==> config.mk <==
export PLATFORM = sky130hd
export DESIGN_NAME = mfsf_top
export DESIGN_NICKNAME = d
export VERILOG_FILES = /design/src/hw/mfsf_pkg.sv /design/src/hw/mfsf_top.sv
export VERILOG_INCLUDE_DIRS = /design/src /design/src/hw
export SDC_FILE = /design/constraint.sdc
export NUM_CORES = 1
export LEC_CHECK = 0
export BUFFER_PORTS_ARGS = -buffer_cell sky130_fd_sc_hd__buf_4
export CAP_MARGIN = 20
export CORE_ASPECT_RATIO = 0.9
export CORE_MARGIN = 2
export CORE_UTILIZATION = 30
export CTS_BUF_LIST = sky130_fd_sc_hd__clkbuf_8
export CTS_CLUSTER_DIAMETER = 100
export CTS_CLUSTER_SIZE = 24
export DETAILED_ROUTE_END_ITERATION = 8
export GPL_ROUTABILITY_DRIVEN = 1
export GPL_TIMING_DRIVEN = 0
export PLACE_DENSITY = 0.66
export SETUP_SLACK_MARGIN = 0.1
export SKIP_CTS_REPAIR_TIMING = 1
export SLEW_MARGIN = 20
export SYNTH_ARGS = -nofsm -noshare
export SYNTH_HDL_FRONTEND = slang
export SYNTH_SLANG_ARGS = --single-unit
==> constraint.sdc <==
create_clock -name i_mclk -period 2.2 [get_ports i_mclk]
set_input_delay 0.11 -clock i_mclk [delete_from_list [all_inputs] [get_ports i_mclk]]
set_output_delay 0.11 -clock i_mclk [all_outputs]
set_load 0.005 [all_outputs]
==> src/hw/mfsf_map.svh <==
// Offsets, bit positions, reset values of the memory fault status byte.
// Assumes the including file is compiled after mfsf_pkg.
// Summary of operation
// - Valid flag set only with captured address
// - All flags reset 0, write-one clears
// - Bits 6:5 and 2 read zero
// - Bit 4 set on stacking violation
// - Stacking violation: SP adjusted, no address capture
// - Bit 3 set on unstacking violation
// - Unstacking violation: no SP change, no capture
// - Bit 1 set on data access violation
// - Data violation captures access address
// - Bit 0 set on fetch violation, no capture
// - Execute-never fetch faults even protection off
// - Address valid flag sits at bit 7
`ifndef MFSF_MAP_SVH
`define MFSF_MAP_SVH
`define MFSF_ADDR_W 4
`define MFSF_OFF_STATUS 4'h0
`define MFSF_OFF_ADDR 4'h4
`define MFSF_BIT_VALID 7
`define MFSF_BIT_STK 4
`define MFSF_BIT_UNSTK 3
`define MFSF_BIT_DATA 1
`define MFSF_BIT_FETCH 0
`define MFSF_RST_STATUS 8'h00
`define MFSF_RST_ADDR 32'h0000_0000
`define MFSF_RSVD_MASK 8'h64
`endif

==> src/hw/mfsf_pkg.sv <==
// Types for the memory fault status flags block.
// Assumes nothing beyond a SystemVerilog compiler.
package mfsf_pkg;
    // Fault events reported by the core in one cycle
    typedef struct packed {
        logic stk;
        logic unstk;
        logic data;
        logic fetch;
        logic [31:0] addr;
    } mfsf_evt_s;
endpackage : mfsf_pkg

==> src/hw/mfsf_top.sv <==
// Memory fault status byte and captured fault address.
// Assumes fault events are single-cycle pulses from logic on i_mclk.
//
// Design decisions made here: the register addresses and the strobed register port.
`timescale 1ns/1ps
`default_nettype none
`include "mfsf_map.svh"
module mfsf_top (
    input wire logic i_mclk,
    input wire logic i_rst,
    input wire mfsf_pkg::mfsf_evt_s i_evt,
    input wire logic i_xn_fetch,
    input wire logic [`MFSF_ADDR_W-1:0] i_addr,
    input wire logic [31:0] i_wdata,
    input wire logic i_wr,
    input wire logic i_rd,
    output logic [31:0] o_rdata,
    output logic [7:0] o_status
);
    logic [7:0] flags_q;
    logic [7:0] flags_d;
    logic [31:0] fault_addr_q;
    logic [31:0] fault_addr_d;
    logic [31:0] rdata_q;
    logic [31:0] rdata_d;
    logic [7:0] set_v;
    logic [7:0] clr_v;

    // Execute-never fetches count regardless of protection enable
    logic fetch_ev;
    assign fetch_ev = i_evt.fetch | i_xn_fetch;

    // Event and clear vectors per flag position
    always_comb begin
        set_v = 8'h00;
        set_v[`MFSF_BIT_STK] = i_evt.stk;
        set_v[`MFSF_BIT_UNSTK] = i_evt.unstk;
        set_v[`MFSF_BIT_DATA] = i_evt.data;
        set_v[`MFSF_BIT_FETCH] = fetch_ev;
        // Only a data violation carries an address, so only it validates
        set_v[`MFSF_BIT_VALID] = i_evt.data;
        clr_v = 8'h00;
        if (i_wr && i_addr == `MFSF_OFF_STATUS) begin
            clr_v = i_wdata[7:0];
        end
    end

    // Set wins over clear; zeros written leave flags alone
    always_comb begin
        flags_d = ((flags_q & ~clr_v) | set_v) & ~`MFSF_RSVD_MASK;
        fault_addr_d = fault_addr_q;
        if (i_evt.data) begin
            fault_addr_d = i_evt.addr;
        end
        rdata_d = 32'h0000_0000;
        if (i_rd) begin
            case (i_addr)
                `MFSF_OFF_STATUS: rdata_d = {24'h00_0000, flags_q};
                `MFSF_OFF_ADDR: rdata_d = fault_addr_q;
                default: rdata_d = 32'h0000_0000;
            endcase
        end
    end

    // State registers
    always_ff @(posedge i_mclk or posedge i_rst) begin
        if (i_rst) begin
            flags_q <= `MFSF_RST_STATUS;
            fault_addr_q <= `MFSF_RST_ADDR;
            rdata_q <= 32'h0000_0000;
        end else begin
            flags_q <= flags_d;
            fault_addr_q <= fault_addr_d;
            rdata_q <= rdata_d;
        end
    end

    assign o_rdata = rdata_q;
    assign o_status = flags_q;

    flag_set_wins_a: assert property (@(posedge i_mclk) disable iff (i_rst)
        i_evt.stk |=> flags_q[`MFSF_BIT_STK]) else $error("stack flag lost");
    unstk_set_a: assert property (@(posedge i_mclk) disable iff (i_rst)
        i_evt.unstk |=> flags_q[`MFSF_BIT_UNSTK]) else $error("unstack flag lost");
    xn_fetch_a: assert property (@(posedge i_mclk) disable iff (i_rst)
        i_xn_fetch |=> flags_q[`MFSF_BIT_FETCH]) else $error("xn fetch missed");
    data_capture_a: assert property (@(posedge i_mclk) disable iff (i_rst)
        i_evt.data |=> (flags_q[`MFSF_BIT_DATA] && flags_q[`MFSF_BIT_VALID]
        && fault_addr_q == $past(i_evt.addr))) else $error("data capture wrong");
    valid_cause_a: assert property (@(posedge i_mclk) disable iff (i_rst)
        $rose(flags_q[`MFSF_BIT_VALID]) |-> $past(i_evt.data)) else $error("valid without capture");
    no_capture_a: assert property (@(posedge i_mclk) disable iff (i_rst)
        !i_evt.data |=> $stable(fault_addr_q)) else $error("address changed");
    rsvd_zero_a: assert property (@(posedge i_mclk) disable iff (i_rst)
        (flags_q & `MFSF_RSVD_MASK) == 8'h00) else $error("reserved bit set");
    w1c_clear_a: assert property (@(posedge i_mclk) disable iff (i_rst)
        (i_wr && i_addr == `MFSF_OFF_STATUS && i_wdata[`MFSF_BIT_STK] && !i_evt.stk)
        |=> !flags_q[`MFSF_BIT_STK]) else $error("w1c failed");
    write_zero_a: assert property (@(posedge i_mclk) disable iff (i_rst)
        (i_wr && !i_wdata[`MFSF_BIT_UNSTK] && flags_q[`MFSF_BIT_UNSTK])
        |=> flags_q[`MFSF_BIT_UNSTK]) else $error("write zero cleared");
    read_data_a: assert property (@(posedge i_mclk) disable iff (i_rst)
        (i_rd && i_addr == `MFSF_OFF_STATUS) |=> o_rdata[7:0] == $past(flags_q)) else $error("read wrong");
endmodule : mfsf_top
`default_nettype wire

==> flow_summary.html <==
<table>
<tr><th>Metric</th><th>Value</th></tr>
<tr><th colspan="2">Critical path</th></tr>
<tr><td>Cells traversed along the worst timing path</td><td>buf_4</td></tr>
<tr><td>Crit path kind</td><td>reg2out</td></tr>
<tr><td>Kind of cell adding the most delay to the critical path</td><td>flip-flops</td></tr>
<tr><td>Endpoint required time on the critical path</td><td>2090 ps</td></tr>
<tr><td>Buf+Inv Stages, Crit Path</td><td>1</td></tr>
<tr><td>Logic depth of the worst setup path including buffers</td><td>1</td></tr>
<tr><td>Crit-path slowest cell</td><td>dfrtp_1</td></tr>
<tr><td>Setup crit start kind</td><td>flop</td></tr>
<tr><td>Critical path data arrival time</td><td>890 ps</td></tr>
<tr><td>Reg-to-reg setup timing slack</td><td>1430 ps</td></tr>
<tr><td>Maximum fanout encountered on the critical timing path</td><td>3</td></tr>
<tr><td>Critical Path Max Stage Delay</td><td>400 ps</td></tr>
<tr><td>Cell depth of the worst flop-to-flop path</td><td>2</td></tr>
<tr><td>Critical Path End Type</td><td>primary output</td></tr>
<tr><th colspan="2">Synthesis</th></tr>
<tr><td>Main synth FF type</td><td>dfrtp_1</td></tr>
<tr><td>Most numerous cell types in the synthesized netlist</td><td>dfrtp_1 (69), mux2_2 (32), and3_1 (20)</td></tr>
<tr><td>Synthesized flop and latch total</td><td>69</td></tr>
<tr><td>Number of distinct library cells after synthesis</td><td>19</td></tr>
<tr><td>Mean post-synth cell area</td><td>14.86 µm²</td></tr>
<tr><td>Netlist area before placement</td><td>2556 µm²</td></tr>
<tr><td>Share of synthesized area occupied by flip-flops and latches</td><td>67.55%</td></tr>
<tr><td>Area share of the largest cell type after synthesis</td><td>67.55%</td></tr>
<tr><td>Async set-reset flop share out of synthesis</td><td>between 90% and 100%</td></tr>
<tr><td>Most frequent cell after synthesis</td><td>dfrtp_1</td></tr>
<tr><td>Number of enable-type register cells in the synthesized netlist</td><td>0</td></tr>
<tr><td>Post-Syn Instances</td><td>172</td></tr>
<tr><td>Total number of yosys warnings</td><td>0</td></tr>
<tr><td>Cells taking the most area after synthesis</td><td>dfrtp_1 (68%), mux2_2 (14%), and3_1 (4.9%), and3_2 (2.1%), mux2i_1 (2.0%)</td></tr>
<tr><td>Cell taking the most area after synthesis</td><td>dfrtp_1</td></tr>
<tr><th colspan="2">STA</th></tr>
<tr><td>Unrepaired setup endpoints after global routing</td><td>false</td></tr>
<tr><td>Part of the cycle the worst path needs</td><td>45.26%</td></tr>
<tr><td>Total of endpoints with negative setup slack in the final report</td><td>0</td></tr>
<tr><td>Number of failing hold endpoints at the final stage</td><td>0</td></tr>
<tr><td>Maximum clock skew at final layout</td><td>~3.4 ps</td></tr>
<tr><td>Final critical-path required period</td><td>995.7 ps</td></tr>
<tr><td>Relative slew slack</td><td>61.80%</td></tr>
<tr><td>Transition time of the tightest slew-check pin</td><td>568.6 ps</td></tr>
<tr><td>Pins Over Slew Limit</td><td>0</td></tr>
<tr><td>Peak Freq</td><td>1.004 GHz</td></tr>
<tr><th colspan="2">CTS</th></tr>
<tr><td># H-tree levels</td><td>3</td></tr>
<tr><td>Clock Tree Root</td><td>clkbuf_8</td></tr>
<tr><td>TritonCTS clock tree</td><td>done</td></tr>
<tr><td>Inserted Clock Buffers</td><td>9</td></tr>
<tr><td>Maximum number of buffers from clock root to sink</td><td>2</td></tr>
<tr><td>Clock Sink Count</td><td>69</td></tr>
<tr><td>CTS clock-pin slew for the worst setup and hold paths</td><td>70 ps</td></tr>
<tr><td>Clock Latency Late Sink</td><td>around 340 ps</td></tr>
<tr><th colspan="2">Cells and area</th></tr>
<tr><td>Layout area overhead</td><td>51.44%</td></tr>
<tr><td>Total Nets Final</td><td>between 300 and 400</td></tr>
<tr><td>Share of layout cells above drive strength 1</td><td>49.68%</td></tr>
<tr><td>Number of inserted diodes</td><td>0</td></tr>
<tr><td>Final Cell Area</td><td>3871 µm²</td></tr>
<tr><td>Fill cells</td><td>roughly 760</td></tr>
<tr><th colspan="2">Worst hold path</th></tr>
<tr><td>Hold/Removal Path Class</td><td>in2reg</td></tr>
<tr><td>Number of cells on the worst hold path</td><td>2</td></tr>
<tr><th colspan="2">Drt</th></tr>
<tr><td>Routed wire per std cell</td><td>14.01 µm</td></tr>
<tr><td>Starting DRC count in detailed routing</td><td>36</td></tr>
<tr><td>Antenna violation net count after detailed routing</td><td>0</td></tr>
<tr><td>Vias/cell</td><td>between 4 and 5</td></tr>
<tr><td>Routed Wire Length</td><td>5.701 mm</td></tr>
<tr><td>DR vias</td><td>1795</td></tr>
<tr><td>DRC violation count after routing</td><td>0</td></tr>
<tr><td>Detailed-routing iteration count for the pre-antenna-repair pass</td><td>4</td></tr>
<tr><th colspan="2">Place</th></tr>
<tr><td>Last weighted congestion value of the routability-driven placer</td><td>0.6691</td></tr>
<tr><td>Post-place instance area</td><td>between 3000 and 4000 µm²</td></tr>
<tr><td>Number of port buffers</td><td>84</td></tr>
<tr><td>Dpl hpwl</td><td>3.853 mm</td></tr>
<tr><th colspan="2">Global routing</th></tr>
<tr><td>Final global-route overflow total</td><td>0</td></tr>
<tr><td>Global-route wire length before repair</td><td>8.776 mm</td></tr>
<tr><td>Overall fraction of global-route tracks in use</td><td>between 10% and 20%</td></tr>
<tr><td>Met3 GRT Util</td><td>4.927%</td></tr>
<tr><td>Grt met1 use</td><td>15.60%</td></tr>
<tr><td>Grt peak-use layer</td><td>met2</td></tr>
<tr><td>Vias in the first global route</td><td>1765</td></tr>
<tr><td>Initial antenna violation count</td><td>0</td></tr>
<tr><td>Maximum number of pins on one net before global-route repair</td><td>37</td></tr>
<tr><td>Met2 GRT Util</td><td>19.87%</td></tr>
<tr><th colspan="2">Floorplan</th></tr>
<tr><td>Total Die Area</td><td>9276 µm²</td></tr>
<tr><td>Die W</td><td>approximately 100 µm</td></tr>
<tr><td>Initial core utilization</td><td>about a third</td></tr>
<tr><td>IO Pins</td><td>roughly 120</td></tr>
<tr><td>Standard-cell row count</td><td>31</td></tr>
<tr><td>Floorplan die height</td><td>approximately 92 µm</td></tr>
<tr><td>Area of the placeable core</td><td>8145 µm²</td></tr>
<tr><th colspan="2">Power</th></tr>
<tr><td>Leakage power</td><td>1.962 nW</td></tr>
<tr><td>Total chip power</td><td>2.663 mW</td></tr>
<tr><td>Worst voltage drop across the vdd grid</td><td>317.7 µV</td></tr>
<tr><td>Ratio of total power to cell area</td><td>688.0 nW/µm²</td></tr>
<tr><th colspan="2">Run status</th></tr>
<tr><td>Run status</td><td>finished, final reports clean</td></tr>
<tr><th colspan="2">Flow run</th></tr>
<tr><td>Number of max-capacitance violations reported</td><td>0</td></tr>
</table>
[report_power, final]
| group | switching, mW | internal, mW |
|---|---|---|
| logic | 0.106 | 0.179 |
| registers | 0.0278 | 1.33 |
| clock network | 0.490 | 0.526 |
| total | 0.624 | 2.04 |
[cell type report]
cell class | instances | area, µm² | area share (%)
buffer | 13 | 81.33 | 2.101
clock buffer | 9 | 123.9 | 3.200
clock inverter | 7 | 76.32 | 1.972
inverter | 4 | 17.52 | 0.4525
multi-input combinational | 88 | 740.7 | 19.13
sequential | 69 | 1727 | 44.60
tap | 99 | 123.9 | 3.200
timing repair buffer | 118 | 980.9 | 25.34
[state kept, by name, summed over array words and instances (netlist names)]
name          flops
fault_addr_q     32
o_status          5
o_rdata          32
[kinds of logic (layout without fill, tap and decap cells)]
logic type             count (synthesis)  in the layout  synth area share, %
other                                  1              3               0.1467
DFF                                   69             69                67.55
AOI/OAI and AO/OA                      5              5                1.615
buffers and inverters                 17            151                3.768
muxes                                 37             37                16.06
and+or+nand+nor                       43             43                10.87
[worst paths after layout]
kind                                       start               end
worst max register to register       o_status[0]       o_status[0]
worst min register to register  fault_addr_q[25]       o_rdata[25]
worst min-delay path                    i_evt[2]   fault_addr_q[2]
max in group asynchronous                  i_rst  fault_addr_q[29]
worst max-delay path                 o_status[0]       o_status[0]
min in group asynchronous                  i_rst        o_rdata[9]
[cells in the final DEF, fill, tap and decap left out, types with 2 or more instances in the layout]
cell type       n
buf_4          87
dfrtp_1        69
dlygate4sd3_1  33
mux2_2         32
and3_1         20
nor2_1         10
clkbuf_8        9
and3_2          7
buf_2           5
mux2i_1         5
a41oi_1         4
clkbuf_1        3
inv_1           3
conb_1          3
clkinv_4        3
buf_6           2
nor3_1          2
clkinvlp_4      2
[through the flow]
stage	setup WS [ps]	hold WS, ps	util (%)	std cells	TNS, ps
after global placement	-508.1	317.3	40.74	357	-34810
final	1204	3.937	47.53	407	0
after global routing	1155	-1.884	47.53	407	0
after floorplan	350.1	227.6	-	174	0
after CTS	1174	-216.0	43.47	374	0
after detailed placement	946.9	163.1	41.01	358	0
[routing by layer]
metal  up-vias  wire (µm)
met5         -          0
met3         5        285
met1       879       2443
met4         0         70
li1        857          -
met2        54       2903
Note: power is estimated with default switching activity, not from simulation.
